## src/rtl/css_cfg_pkg.sv

```systemverilog
// Constants, command codes and field layouts of the packet configuration and transmit block.
//
// Contract
// - Calibrate after reset, then standby, busy low.
// - Carrier is count of 52MHz/2^18 steps.
// - Receive tuning sits IF below carrier.
// - Payload fetched from transmit base offset.
// - Spreading codes 0x50..0xC0 give SF5..SF12.
// - Bandwidth codes decode to four bandwidths.
// - Codes 1..4 give legacy interleaved rates.
// - Codes 5..7 give long interleaving rates.
// - Long interleaving shares detection memory.
// - Preamble is mantissa times two to exponent.
// - Header argument picks explicit or implicit.
// - Payload length accepted from 1 to 255.
// - CRC argument 0x20 enables, 0x00 disables.
// - IQ argument 0x40 standard, 0x00 inverted.
// - Buffer write stores bytes from given offset.
// - Transmit complete flag raised in standby.
// - Transmit carries base and 16-bit period count.
// - Completion or timeout returns to standby.
// - Clear command clears only masked flags.
// - Each DIO ORs its mapped flags.
package css_cfg_pkg;

  // ----------------------------------------------------------------
  // Command opcodes
  // ----------------------------------------------------------------
  localparam logic [7:0] OP_ENTER_STANDBY = 8'h80;
  localparam logic [7:0] OP_SELECT_KIND = 8'h8A;
  localparam logic [7:0] OP_SET_CARRIER = 8'h86;
  localparam logic [7:0] OP_SET_BASES = 8'h8F;
  localparam logic [7:0] OP_SET_MODULATION = 8'h8B;
  localparam logic [7:0] OP_SET_FORMAT = 8'h8C;
  localparam logic [7:0] OP_SET_POWER_RAMP = 8'h8E;
  localparam logic [7:0] OP_BUFFER_WRITE = 8'h1A;
  localparam logic [7:0] OP_REGISTER_WRITE = 8'h18;
  localparam logic [7:0] OP_MAP_IRQ_PINS = 8'h8D;
  localparam logic [7:0] OP_START_TRANSMIT = 8'h83;
  localparam logic [7:0] OP_CLEAR_FLAGS = 8'h97;

  // ----------------------------------------------------------------
  // Argument values
  // ----------------------------------------------------------------
  localparam logic [7:0] CSS_PACKET_KIND = 8'h01;
  localparam logic [15:0] SF_TUNING_ADDR = 16'h0925;
  localparam logic [7:0] SF_TUNING_RESET = 8'h00;
  localparam logic [7:0] BW_CODE_1625 = 8'h0A;
  localparam logic [7:0] BW_CODE_812 = 8'h18;
  localparam logic [7:0] BW_CODE_406 = 8'h26;
  localparam logic [7:0] BW_CODE_203 = 8'h34;
  localparam logic [3:0] SF_MIN = 4'h5;
  localparam logic [3:0] SF_MAX = 4'hC;
  localparam logic [7:0] CR_FIRST = 8'h01;
  localparam logic [7:0] CR_LAST_LEGACY = 8'h04;
  localparam logic [7:0] CR_LI_4_5 = 8'h05;
  localparam logic [7:0] CR_LI_4_6 = 8'h06;
  localparam logic [7:0] LONG_INTERLEAVE_RATE_4_8 = 8'h07;
  localparam logic [7:0] HDR_EXPLICIT = 8'h00;
  localparam logic [7:0] HDR_IMPLICIT = 8'h80;
  localparam logic [7:0] CRC_ON = 8'h20;
  localparam logic [7:0] CRC_OFF = 8'h00;
  localparam logic [7:0] IQ_STD = 8'h40;
  localparam logic [7:0] IQ_INV = 8'h00;

  // ----------------------------------------------------------------
  // Flag bit positions and reset values
  // ----------------------------------------------------------------
  localparam int FLAG_TX_DONE = 0;
  localparam int FLAG_TIMEOUT = 14;
  localparam logic [15:0] FLAGS_RESET = 16'h0000;
  localparam logic [23:0] CARRIER_RESET = 24'h00_0000;
  localparam logic [7:0] LEN_RESET = 8'h01;

  // ----------------------------------------------------------------
  // Synthesizer step and intermediate frequency
  // ----------------------------------------------------------------
  localparam longint XTAL_HZ = 52000000;
  localparam int STEP_SHIFT = 18;
  localparam longint IF_HZ = 1650000;
  // Intermediate frequency expressed in synthesizer steps, rounded to nearest.
  localparam logic [23:0] IF_STEPS = 24'(((IF_HZ << STEP_SHIFT) + XTAL_HZ / 2) / XTAL_HZ);

  // ----------------------------------------------------------------
  // Timing
  // ----------------------------------------------------------------
  localparam logic [15:0] CAL_CYCLES = 16'h0040;

  // Operating modes of the device.
  typedef enum logic [1:0] {
    MODE_CALIB = 2'b00,
    MODE_STANDBY = 2'b01,
    MODE_TX = 2'b10
  } mode_type;

  // Transmit fetch sequence.
  typedef enum logic [1:0] {
    TX_IDLE = 2'b00,
    TX_LOAD = 2'b01,
    TX_PRESENT = 2'b10,
    TX_HOLD = 2'b11
  } tx_state_type;

endpackage : css_cfg_pkg

```

## src/rtl/css_data_buffer.sv

```systemverilog
// Payload data memory with one write port and one registered read port.
`timescale 1ns/10ps
`default_nettype none
module css_data_buffer (
  input wire logic mclk,
  input wire logic wr_en,
  input wire logic [7:0] wr_addr,
  input wire logic [7:0] wr_data,
  input wire logic [7:0] rd_addr,
  output logic [7:0] rd_data
);

  // ----------------------------------------------------------------
  // Storage
  // ----------------------------------------------------------------
  // No reset on the array so that it maps onto plain memory.
  logic [7:0] mem [0:255];

  // Write port.
  always_ff @(posedge mclk) begin
    if (wr_en) begin
      mem[wr_addr] <= wr_data;
    end
  end

  // Read port, one cycle of latency.
  always_ff @(posedge mclk) begin
    rd_data <= mem[rd_addr];
  end

endmodule : css_data_buffer
`default_nettype wire

```

## src/rtl/css_packet_config_and_tx.sv

```systemverilog
// Command interpreter, configuration store and transmit sequencer for the spread-spectrum packet mode.
`timescale 1ns/10ps
`default_nettype none
module css_packet_config_and_tx
  import css_cfg_pkg::*;
#(
  parameter logic [23:0] STEP_CYCLES_0 = 24'h00_0010,
  parameter logic [23:0] STEP_CYCLES_1 = 24'h00_0040,
  parameter logic [23:0] STEP_CYCLES_2 = 24'h00_0100,
  parameter logic [23:0] STEP_CYCLES_3 = 24'h00_0400
) (
  input wire logic mclk,
  input wire logic arst_n,
  input wire logic cmd_valid,
  input wire logic [7:0] cmd_byte,
  input wire logic cmd_last,
  output logic busy,
  output logic rc_standby_state,
  output logic [7:0] packet_kind,
  output logic [23:0] carrier_step_count,
  output logic [23:0] rx_tune_step_count,
  output logic [7:0] transmit_base_offset,
  output logic [7:0] receive_base_offset,
  output logic [3:0] spreading_factor,
  output logic [1:0] bandwidth_sel,
  output logic [1:0] coding_rate_sel,
  output logic long_interleave,
  output logic detect_mem_shared,
  output logic [19:0] preamble_symbols,
  output logic implicit_header,
  output logic [7:0] payload_length,
  output logic crc_enable,
  output logic iq_standard,
  output logic [7:0] power_arg,
  output logic [7:0] ramp_arg,
  output logic [7:0] sf_dependent_tuning,
  output logic [15:0] irq_flags,
  output logic dio1,
  output logic dio2,
  output logic dio3,
  output logic tx_valid,
  output logic [7:0] tx_data,
  input wire logic tx_ready
);

  // ----------------------------------------------------------------
  // Decode helpers
  // ----------------------------------------------------------------
  // Spreading code is valid when the low nibble is zero and the high nibble is 5..12.
  function automatic logic sf_ok(input logic [7:0] code);
    sf_ok = (code[3:0] == 4'h0) && (code[7:4] >= SF_MIN) && (code[7:4] <= SF_MAX);
  endfunction : sf_ok

  // Step length in clock cycles for a timeout base code.
  function automatic logic [23:0] step_len(input logic [1:0] base);
    unique case (base)
      2'b00: step_len = STEP_CYCLES_0;
      2'b01: step_len = STEP_CYCLES_1;
      2'b10: step_len = STEP_CYCLES_2;
      2'b11: step_len = STEP_CYCLES_3;
    endcase
  endfunction : step_len

  // ----------------------------------------------------------------
  // State declarations
  // ----------------------------------------------------------------
  mode_type mode_r;
  tx_state_type tx_state_r;
  logic [15:0] cal_cnt_r;
  logic [7:0] opcode_r;
  logic [3:0] arg_cnt_r;
  logic [7:0] args_r [0:7];
  logic in_frame_r;
  logic exec_r;
  logic [7:0] wr_ptr_r;
  logic buf_wr_en;
  logic [7:0] rd_data;
  logic [7:0] tx_ptr_r;
  logic [7:0] tx_left_r;
  logic [15:0] irq_mask_r;
  logic [15:0] dio1_mask_r;
  logic [15:0] dio2_mask_r;
  logic [15:0] dio3_mask_r;
  logic [15:0] flag_set;
  logic [15:0] flag_clr;
  logic [15:0] period_left_r;
  logic [23:0] step_left_r;
  logic [1:0] base_r;
  logic timeout_armed_r;
  logic tx_finish;
  logic tx_timeout;
  logic cmd_take;
  logic [15:0] tx_count_arg;

  // A byte is taken only while not busy; bytes offered while busy are dropped.
  assign cmd_take = cmd_valid && !busy;
  assign tx_count_arg = {args_r[1], args_r[2]};

  // ----------------------------------------------------------------
  // Calibration and busy
  // ----------------------------------------------------------------
  // Busy covers calibration and the execution cycle of each command.
  always_ff @(posedge mclk or negedge arst_n) begin
    if (!arst_n) begin
      cal_cnt_r <= 16'h0000;
    end else if (mode_r == MODE_CALIB) begin
      cal_cnt_r <= cal_cnt_r + 16'h0001;
    end
  end

  assign busy = (mode_r == MODE_CALIB) || exec_r;
  assign rc_standby_state = (mode_r == MODE_STANDBY);

  // ----------------------------------------------------------------
  // Command framing
  // ----------------------------------------------------------------
  // The opcode is the first byte; up to eight argument bytes are kept.
  always_ff @(posedge mclk or negedge arst_n) begin
    if (!arst_n) begin
      opcode_r <= 8'h00;
      arg_cnt_r <= 4'h0;
      in_frame_r <= 1'b0;
      exec_r <= 1'b0;
    end else begin
      exec_r <= 1'b0;
      if (cmd_take) begin
        if (!in_frame_r) begin
          opcode_r <= cmd_byte;
          arg_cnt_r <= 4'h0;
        end else if (arg_cnt_r != 4'h8) begin
          arg_cnt_r <= arg_cnt_r + 4'h1;
        end
        in_frame_r <= !cmd_last;
        exec_r <= cmd_last;
      end
    end
  end

  // Argument capture; extra bytes beyond eight are only used by buffer writes.
  always_ff @(posedge mclk or negedge arst_n) begin
    if (!arst_n) begin
      for (int i = 0; i < 8; i++) begin
        args_r[i] <= 8'h00;
      end
    end else if (cmd_take && in_frame_r && arg_cnt_r != 4'h8) begin
      args_r[arg_cnt_r[2:0]] <= cmd_byte;
    end
  end

  // ----------------------------------------------------------------
  // Buffer write streaming
  // ----------------------------------------------------------------
  // The first argument is the offset; later bytes land at consecutive addresses, wrapping at 256.
  assign buf_wr_en = cmd_take && in_frame_r && (opcode_r == OP_BUFFER_WRITE) && (arg_cnt_r != 4'h0);

  always_ff @(posedge mclk or negedge arst_n) begin
    if (!arst_n) begin
      wr_ptr_r <= 8'h00;
    end else if (cmd_take && in_frame_r && opcode_r == OP_BUFFER_WRITE) begin
      wr_ptr_r <= (arg_cnt_r == 4'h0) ? cmd_byte : wr_ptr_r + 8'h01;
    end
  end

  css_data_buffer u_buf (
    .mclk(mclk),
    .wr_en(buf_wr_en),
    .wr_addr((arg_cnt_r == 4'h0) ? cmd_byte : wr_ptr_r),
    .wr_data(cmd_byte),
    .rd_addr(tx_ptr_r),
    .rd_data(rd_data)
  );

  // ----------------------------------------------------------------
  // Radio and addressing configuration
  // ----------------------------------------------------------------
  always_ff @(posedge mclk or negedge arst_n) begin
    if (!arst_n) begin
      packet_kind <= 8'h00;
      carrier_step_count <= CARRIER_RESET;
      rx_tune_step_count <= CARRIER_RESET;
      transmit_base_offset <= 8'h00;
      receive_base_offset <= 8'h00;
      power_arg <= 8'h00;
      ramp_arg <= 8'h00;
      sf_dependent_tuning <= SF_TUNING_RESET;
    end else if (exec_r) begin
      unique case (opcode_r)
        OP_SELECT_KIND: begin
          packet_kind <= args_r[0];
        end
        OP_SET_CARRIER: begin
          carrier_step_count <= {args_r[0], args_r[1], args_r[2]};
          rx_tune_step_count <= {args_r[0], args_r[1], args_r[2]} - IF_STEPS;
        end
        OP_SET_BASES: begin
          transmit_base_offset <= args_r[0];
          receive_base_offset <= args_r[1];
        end
        OP_SET_POWER_RAMP: begin
          power_arg <= args_r[0];
          ramp_arg <= args_r[1];
        end
        OP_REGISTER_WRITE: begin
          if ({args_r[0], args_r[1]} == SF_TUNING_ADDR) begin
            sf_dependent_tuning <= args_r[2];
          end
        end
        default: begin
        end
      endcase
    end
  end

  // ----------------------------------------------------------------
  // Modulation parameters
  // ----------------------------------------------------------------
  // Codes outside the tables leave the previous setting untouched.
  always_ff @(posedge mclk or negedge arst_n) begin
    if (!arst_n) begin
      spreading_factor <= SF_MIN;
      bandwidth_sel <= 2'b00;
      coding_rate_sel <= 2'b00;
      long_interleave <= 1'b0;
    end else if (exec_r && opcode_r == OP_SET_MODULATION) begin
      if (sf_ok(args_r[0])) begin
        spreading_factor <= args_r[0][7:4];
      end
      unique case (args_r[1])
        BW_CODE_1625: bandwidth_sel <= 2'b00;
        BW_CODE_812: bandwidth_sel <= 2'b01;
        BW_CODE_406: bandwidth_sel <= 2'b10;
        BW_CODE_203: bandwidth_sel <= 2'b11;
        default: begin
        end
      endcase
      if (args_r[2] >= CR_FIRST && args_r[2] <= CR_LAST_LEGACY) begin
        coding_rate_sel <= 2'(args_r[2] - CR_FIRST);
        long_interleave <= 1'b0;
      end else if (args_r[2] == CR_LI_4_5 || args_r[2] == CR_LI_4_6) begin
        coding_rate_sel <= 2'(args_r[2] - CR_LI_4_5);
        long_interleave <= 1'b1;
      end else if (args_r[2] == LONG_INTERLEAVE_RATE_4_8) begin
        coding_rate_sel <= 2'b11;
        long_interleave <= 1'b1;
      end
    end
  end

  // The detection memory is lent to the coder whenever long interleaving is on, in either header mode.
  assign detect_mem_shared = long_interleave;

  // ----------------------------------------------------------------
  // Packet format
  // ----------------------------------------------------------------
  always_ff @(posedge mclk or negedge arst_n) begin
    if (!arst_n) begin
      preamble_symbols <= 20'h0_0002;
      implicit_header <= 1'b0;
      payload_length <= LEN_RESET;
      crc_enable <= 1'b0;
      iq_standard <= 1'b1;
    end else if (exec_r && opcode_r == OP_SET_FORMAT) begin
      if (args_r[0][3:0] != 4'h0 && args_r[0][7:4] != 4'h0) begin
        preamble_symbols <= 20'(args_r[0][3:0]) << args_r[0][7:4];
      end
      if (args_r[1] == HDR_EXPLICIT) begin
        implicit_header <= 1'b0;
      end else if (args_r[1] == HDR_IMPLICIT) begin
        implicit_header <= 1'b1;
      end
      if (args_r[2] != 8'h00) begin
        payload_length <= args_r[2];
      end
      if (args_r[3] == CRC_ON) begin
        crc_enable <= 1'b1;
      end else if (args_r[3] == CRC_OFF) begin
        crc_enable <= 1'b0;
      end
      if (args_r[4] == IQ_STD) begin
        iq_standard <= 1'b1;
      end else if (args_r[4] == IQ_INV) begin
        iq_standard <= 1'b0;
      end
    end
  end

  // ----------------------------------------------------------------
  // Flag masks and pin mapping
  // ----------------------------------------------------------------
  always_ff @(posedge mclk or negedge arst_n) begin
    if (!arst_n) begin
      irq_mask_r <= FLAGS_RESET;
      dio1_mask_r <= FLAGS_RESET;
      dio2_mask_r <= FLAGS_RESET;
      dio3_mask_r <= FLAGS_RESET;
    end else if (exec_r && opcode_r == OP_MAP_IRQ_PINS) begin
      irq_mask_r <= {args_r[0], args_r[1]};
      dio1_mask_r <= {args_r[2], args_r[3]};
      dio2_mask_r <= {args_r[4], args_r[5]};
      dio3_mask_r <= {args_r[6], args_r[7]};
    end
  end

  // Only flags enabled in the global mask may be raised.
  always_comb begin
    flag_set = FLAGS_RESET;
    flag_set[FLAG_TX_DONE] = tx_finish;
    flag_set[FLAG_TIMEOUT] = tx_timeout;
    flag_set = flag_set & irq_mask_r;
    flag_clr = (exec_r && opcode_r == OP_CLEAR_FLAGS) ? {args_r[0], args_r[1]} : FLAGS_RESET;
  end

  // A flag raised in the cycle it is cleared survives.
  always_ff @(posedge mclk or negedge arst_n) begin
    if (!arst_n) begin
      irq_flags <= FLAGS_RESET;
    end else begin
      irq_flags <= (irq_flags & ~flag_clr) | flag_set;
    end
  end

  assign dio1 = |(irq_flags & dio1_mask_r);
  assign dio2 = |(irq_flags & dio2_mask_r);
  assign dio3 = |(irq_flags & dio3_mask_r);

  // ----------------------------------------------------------------
  // Operating mode
  // ----------------------------------------------------------------
  // Transmit only starts from standby with the spread-spectrum kind selected.
  always_ff @(posedge mclk or negedge arst_n) begin
    if (!arst_n) begin
      mode_r <= MODE_CALIB;
    end else begin
      unique case (mode_r)
        MODE_CALIB: begin
          if (cal_cnt_r == CAL_CYCLES - 16'h0001) begin
            mode_r <= MODE_STANDBY;
          end
        end
        MODE_STANDBY: begin
          if (exec_r && opcode_r == OP_START_TRANSMIT && packet_kind == CSS_PACKET_KIND) begin
            mode_r <= MODE_TX;
          end
        end
        MODE_TX: begin
          if (tx_finish || tx_timeout || (exec_r && opcode_r == OP_ENTER_STANDBY)) begin
            mode_r <= MODE_STANDBY;
          end
        end
        default: begin
          mode_r <= MODE_STANDBY;
        end
      endcase
    end
  end

  // ----------------------------------------------------------------
  // Transmit timeout
  // ----------------------------------------------------------------
  // A zero period count leaves the timer disarmed for the whole packet.
  always_ff @(posedge mclk or negedge arst_n) begin
    if (!arst_n) begin
      timeout_armed_r <= 1'b0;
      period_left_r <= 16'h0000;
      step_left_r <= 24'h00_0000;
      base_r <= 2'b00;
    end else if (mode_r == MODE_STANDBY && exec_r && opcode_r == OP_START_TRANSMIT) begin
      base_r <= args_r[0][1:0];
      timeout_armed_r <= (tx_count_arg != 16'h0000);
      period_left_r <= tx_count_arg;
      step_left_r <= step_len(args_r[0][1:0]);
    end else if (mode_r != MODE_TX) begin
      timeout_armed_r <= 1'b0;
    end else if (timeout_armed_r) begin
      if (step_left_r == 24'h00_0001) begin
        step_left_r <= step_len(base_r);
        period_left_r <= period_left_r - 16'h0001;
      end else begin
        step_left_r <= step_left_r - 24'h00_0001;
      end
    end
  end

  assign tx_timeout = (mode_r == MODE_TX) && timeout_armed_r && (period_left_r == 16'h0001)
                      && (step_left_r == 24'h00_0001) && !tx_finish;

  // ----------------------------------------------------------------
  // Payload fetch and hand-off to the modulator
  // ----------------------------------------------------------------
  // Each byte costs a memory read cycle, trading throughput for a single read port.
  always_ff @(posedge mclk or negedge arst_n) begin
    if (!arst_n) begin
      tx_state_r <= TX_IDLE;
      tx_ptr_r <= 8'h00;
      tx_left_r <= 8'h00;
      tx_data <= 8'h00;
      tx_valid <= 1'b0;
    end else if (mode_r != MODE_TX || tx_timeout || (exec_r && opcode_r == OP_ENTER_STANDBY)) begin
      tx_valid <= 1'b0;
      tx_state_r <= TX_IDLE;
      tx_ptr_r <= transmit_base_offset;
      tx_left_r <= payload_length;
      if (mode_r == MODE_STANDBY && exec_r && opcode_r == OP_START_TRANSMIT && packet_kind == CSS_PACKET_KIND) begin
        tx_state_r <= TX_LOAD;
      end
    end else begin
      unique case (tx_state_r)
        TX_IDLE: begin
          tx_valid <= 1'b0;
        end
        TX_LOAD: begin
          tx_state_r <= TX_PRESENT;
        end
        TX_PRESENT: begin
          tx_data <= rd_data;
          tx_valid <= 1'b1;
          tx_state_r <= TX_HOLD;
        end
        TX_HOLD: begin
          if (tx_ready) begin
            tx_valid <= 1'b0;
            tx_ptr_r <= tx_ptr_r + 8'h01;
            tx_left_r <= tx_left_r - 8'h01;
            tx_state_r <= (tx_left_r == 8'h01) ? TX_IDLE : TX_LOAD;
          end
        end
      endcase
    end
  end

  // The last accepted byte ends the packet; mode drops to standby at the same edge the flag rises.
  assign tx_finish = (mode_r == MODE_TX) && (tx_state_r == TX_HOLD) && tx_ready && (tx_left_r == 8'h01);

endmodule : css_packet_config_and_tx
`default_nettype wire

```

## config.mk

```make
export PLATFORM = sky130hd
export DESIGN_NAME = css_packet_config_and_tx
export DESIGN_NICKNAME = d
export VERILOG_FILES = /design/src/rtl/css_cfg_pkg.sv /design/src/rtl/css_data_buffer.sv /design/src/rtl/css_packet_config_and_tx.sv
export SDC_FILE = /design/constraint.sdc
export NUM_CORES = 2
export LEC_CHECK = 0
export BUFFER_PORTS_ARGS = -buffer_cell sky130_fd_sc_hd__buf_2
export CAP_MARGIN = 40
export CORE_ASPECT_RATIO = 1.1
export CORE_UTILIZATION = 56
export DETAILED_ROUTE_END_ITERATION = 10
export PLACE_DENSITY = 0.79
export SKIP_LAST_GASP = 1
export SLEW_MARGIN = 20
export SYNTH_ARGS = -nofsm -noshare
export SYNTH_HDL_FRONTEND = slang
export SYNTH_HIERARCHICAL = 1
export SYNTH_SLANG_ARGS = --single-unit
```

## constraint.sdc

```tcl
create_clock -name mclk -period 3.75 [get_ports mclk]
set_input_delay 1.125 -clock mclk [delete_from_list [all_inputs] [get_ports mclk]]
set_output_delay 1.125 -clock mclk [all_outputs]
set_load 0.005 [all_outputs]
```

[Word level (Yosys, flattened, before mapping)]
Memories as Yosys holds them, arrays and structs flattened. A register that Yosys moved wholly into a read port is not among the register bits.
Index checks and enable logic that the tools add are counted.
Word-level totals
  register bits: 390
  bits in writable memories: 2048
  output and inout port bits: 167
  memories: 1
Operators by class
  add/sub/neg operators: 10
  magnitude comparators: 6
  eq/ne operators: 47
  shift operators: 1
  muxes and demuxes: 54
  bitwise gates (word level): 10
  reductions and logical operators: 87
Memory list
  u_buf.mem: words 256, width 8, read ports 1, clocked after memory_dff 1, wr ports 1, RTL line css_data_buffer.sv:17  | logic [7:0] mem [0:255];
Operators with widths (number)
  one-hot mux 24 bit (4 select lines): 2
  two-way mux 24 bit: 4
  == test 8 bit, second input constant: 11
  two-way mux 16 bit: 5
  two-way mux 8 bit: 9
  AND 16 bit: 4
  bitwise mux 64 bit: 1
  OR reduction 16 bit: 3
  AND reduction 2 bit: 19
  logical AND 1 bit: 27
  demux 8 bit (select 3 bit): 1
  == test 24 x 1 -> 1 bit, second input constant: 1
  == test 8 x 3 -> 1 bit, second input constant: 3
  == test 8 x 5 -> 1 bit, second input constant: 3
  == test 8 x 6 -> 1 bit, second input constant: 3
  logical NOT 8 bit: 3
  nonzero test 4 bit: 6
  subtractor 24 x 1 -> 24 bit, second input constant: 1
  subtractor 24 x 14 -> 24 bit, second input constant: 1
  << shifter 4 x 4 -> 20 bit: 1
  two-way mux 1 bit: 18
  adder 16 x 1 -> 16 bit, second input constant: 1
  adder 8 x 1 -> 8 bit, second input constant: 2
  AND 15 x 16 -> 16 bit: 1
  other kinds (40): 85

[Logic depth before layout (Yosys ltp)]
  depth after elaboration: 10
  mapped depth: 14
  mapped depth without buffers: 9

[Cells and area by module]
Netlist, hierarchy kept.
Modules (own cells, without submodules)
  css_data_buffer: times used 1, cells each 3733, area an instance 79556.3 µm²
  css_packet_config_and_tx: times used 1, cells each 1533, area an instance 17340.4 µm²

[Least setup slack after synthesis]
Ideal clock, no wire load.
  path kind: in2reg
  start point: input cmd_valid
  end point: memory u_buf.mem[234][0], enable pin
  arrival: 3.340 ns
  path slack: 0.040 ns
  stages on the path: 8
  buffers on the path: 4
  cell sequence: or3b_2 -> clkbuf_1 -> nor4_1 -> clkbuf_1 -> buf_1 -> nand3_1 -> clkbuf_1 -> nor2_1
Between the ends
  cells in the longest elaborated chain, start to end: 6
RTL lines
  start: declaration: RTL line css_packet_config_and_tx.sv:14  | input wire logic cmd_valid,
  logical AND 1 bit: RTL line css_packet_config_and_tx.sv:96  | assign cmd_take = cmd_valid && !busy;
  logical AND 1 bit (3 in series): RTL line css_packet_config_and_tx.sv:154  | assign buf_wr_en = cmd_take && in_frame_r && (opcode_r == OP_BUFFER_WRITE) && (arg_cnt_r != 4'h0);
  named net buf_wr_en: RTL line css_packet_config_and_tx.sv:76  | logic buf_wr_en;
  two-way mux 1 bit: RTL line css_data_buffer.sv:21  | if (wr_en) begin
  two-way mux 1 bit (implied by the code): RTL line css_data_buffer.sv:22  | mem[wr_addr] <= wr_data;
  end: declaration: RTL line css_data_buffer.sv:17
The timed path passes the listed nets, and every way through them passes these cells.

==> impl_metrics.tcl <==
set metrics [dict create \
    cts.hold.buffers_added 0 \
    dr.first_iter.drc_count 7727 \
    netlist_top_cells_count "edfxtp_1, mux4_2, dfrtp_1, nor2_1, nand2_1" \
    ff_latch_count_synth 2430 \
    top_level_ports 180 \
    final_cell_area_sq_um 111000 \
    num_rows 159 \
    timing.fmax_mhz 276 \
    grt_max_degree 166 \
    synthesis.yosys.warnings 6 \
    path_class "flop to flop" \
    initial_core_util_pct 56.6 \
    via_per_inst 6.65 \
    clock-skew-final_ns 0.0533 \
    cp_cell_sequence "buf_12, buf_4, mux4_2, a221oi_2, o32ai_2, nor3_1, nor4_2" \
    crit_required_ns 4.50 \
    post_synth_instance_area_sq_um 96900 \
    die_w_microns 399 \
    netlist_top_cells_area "edfxtp_1, mux4_2, dfrtp_1" \
    number_of_cts_inserted_buffers 220 \
    number_of_enable_flip_flop_cells_after_synthesis 2048 \
    cp-end-kind "flop" \
    power.density_cell_area_nw_per_um2 534 \
    maxCapViolCount 0 \
    synth_flop_cell "edfxtp_1" \
    detailroute.wirelength.met3_mm 29.1 \
    crit-reg2reg-launch "tx_ptr_r[1]$_DFFE_PN0P_" \
    wl_mm 254 \
    synth.most_common_cell "edfxtp_1" \
    place.port_buffers 178 \
    postSynthCellCount 5266 \
    hpwl_mm 157 \
    synth_cell_type_count 93 \
    power.static_leakage_nw 38.0 \
    wirelength_met1_mm 89.1 \
    globalplace.congestion 0.936 \
    cts.repair_timing.setup_buffer_count 0 \
    met2WireLength_mm 122 \
    yosys.area.top_type "edfxtp_1" \
    ant_nets 0 \
    grt_pass1_vias 55500 \
    filler_cell_count 10700 \
    crit_arrival_ns 4.38 \
    critical-path-slowest-cell "dfrtp_4" \
    flow.area_growth_from_synthesis_pct 14.8 \
    grt_antenna_before_repair 8 \
    timing.final.crit_period_ns 3.62 \
    timing.final.crit_share_pct 96.6 \
    cp_slowest_stage_delay_ns 0.82 \
    setup_viol 0 \
    placed_area_sq_um 104000 \
    vdd_ir_drop_max_mv 0.517 \
    clk_sinks 2430 \
    drive_above_1_share_pct 29.6 \
    cts_tree "built" \
    maxSlewHeadroom_pct 36.1 \
    placeableCoreArea_sq_um 171000 \
    finalHoldViolCount 0 \
    worstPathMaxFanout 47 \
    root_buffer "clkbuf_16" \
    netlist.area_leader.share_pct 63.5 \
    max-clock-path-buffers 3 \
    grt_ovf 0 \
    syn_avg_cell_area_sq_um 18.4 \
    avgRoutedWirePerCell_microns 30.4 \
    dr_total_vias 55600 \
    cp-startpoint "tx_ptr_r[1]$_DFFE_PN0P_" \
    start_kind "flop" \
    worst-slew-pin-transition_ns 0.959 \
    synth.yosys.seq_area_share_pct 73.3 \
    detailedRoute.firstPassIterationCount 8 \
    floorplan.die.height_microns 438 \
    residual_drc 0 \
    nets 5939 \
    clk_latency_worst_skew_pair_ns 0.89 \
    worst_setup_hold_path_clk_slew_ns 0.07 \
    grt_first_pass_wirelength_mm 372 \
    topRoutingLayerUsed "met5" \
    htree_num_levels 4 \
    rsz_0062_raised_after_global_routing "false" \
    tns_ns 0 \
    cts_resized 0 \
    result_of_the_run "finished clean" \
    hp-class "input port to asynchronous set/reset pin" \
    asyncSetResetFlopFracSynth_pct 15.4 \
    grtUsageTotal_pct 29.2 \
    dieArea_sq_um 175000 \
    maxSlewViolCount 0 \
    synth_fp_nets 5299 \
]
area by class of cell:
type                            instances  area, sq um  area share, %
Timing Repair Buffer                  743         5820           5.23
Sequential cell                      2430        71000           63.9
Inverter                               25         93.8         0.0844
Clock buffer                          269         5820           5.23
Tap cell                             2254         2820           2.54
Antenna cell                            5         12.5         0.0113
Clock inverter                        146         1620           1.46
Multi-Input combinational cell       2486        24000           21.6
power by group:
group | switching (mW) | total [mW] | internal [mW]
logic | 3.67 | 5.78 | 2.11
registers | 0.726 | 30.5 | 29.8
clock network | 10.2 | 23.1 | 12.9
cell families after synthesis:
kind of cell / Yosys count / share of synthesized area [%]
buf+inv: 350 / 2.01
other cells: 1 / 0.00387
simple gates: 969 / 4.80
compound gates: 615 / 4.41
xor+xnor: 70 / 0.633
flops: 2430 / 73.3
mux: 811 / 14.6
fa+ha+maj: 20 / 0.258
cell usage in the layout, fill, tap and decap left out, types with 45 or more instances in the layout:
master / n
o21ai_0: 65
clkbuf_16: 222
nor2_1: 356
edfxtp_1: 2048
a21oi_1: 141
mux2i_1: 140
a22oi_1: 134
xnor2_1: 52
nand3_1: 78
nor4_1: 51
buf_4: 515
o221ai_1: 47
nor3_1: 45
mux2_2: 207
buf_2: 171
dfrtp_1: 364
nand2_1: 225
mux4_2: 454
path summary, 6_finish.rpt:
check | slack [ns] | endpoint | depth (start not counted)
worst min-delay path | 0.25 | carrier_step_count[9]$_DFFE_PN0P_ | 1
worst max register to register | 0.13 | u_buf/rd_data[6]$_DFF_P_ | 7
max in group asynchronous | 2.53 | cal_cnt_r[3]$_DFFE_PN0P_ | 2
min in group mclk | 0.47 | carrier_step_count[9]$_DFFE_PN0P_ | 2
worst min register to register | 0.47 | carrier_step_count[9]$_DFFE_PN0P_ | 2
worst max-delay path | 0.13 | u_buf/rd_data[6]$_DFF_P_ | 7
sequential cells by signal, indices dropped and copies added (netlist names), 16 cells and up:
name	cells
rx_tune_step_count	23
dio2_mask_r	16
irq_flags	16
u_buf/mem	2048
args_r	64
step_left_r	24
dio1_mask_r	16
cal_cnt_r	16
preamble_symbols	19
carrier_step_count	24
period_left_r	16
dio3_mask_r	16
stage by stage:
stage / instances / util (%) / hold WS, ns / power (mW) / setup slack, ns
final: 8358 / 64.9 / 0.251 / 59.4 / 0.128
after global routing: 8355 / 64.9 / 0.265 / 60.9 / 0.0845
after CTS: 8347 / 64.9 / 0.230 / 59.4 / 0.120
after detailed placement: 7932 / 60.5 / 0.449 / 36.6 / 0.0318
after global placement: 7926 / 60.4 / 0.442 / 36.5 / 0.0129
after floorplan: 5266 / - / 0.440 / 34.2 / 0.0399
critical path: cells and delay by family (launching register included):
family                 cells  cell delay [ns]
buffers and inverters      2             0.79
muxes                      1             0.38
and+or+nand+nor            2             0.40
AOI/OAI and AO/OA          2             0.99
DFF                        1             0.82
per-layer routing:
layer / global-route usage, % / vias up
li1: - / 22400
met1: 38.9 / 28400
met2: 46.4 / 3993
met3: 6.49 / 759
met4: 13.6 / 10
met5: 0 / -
No activity file was read; power rests on OpenSTA's default activity.
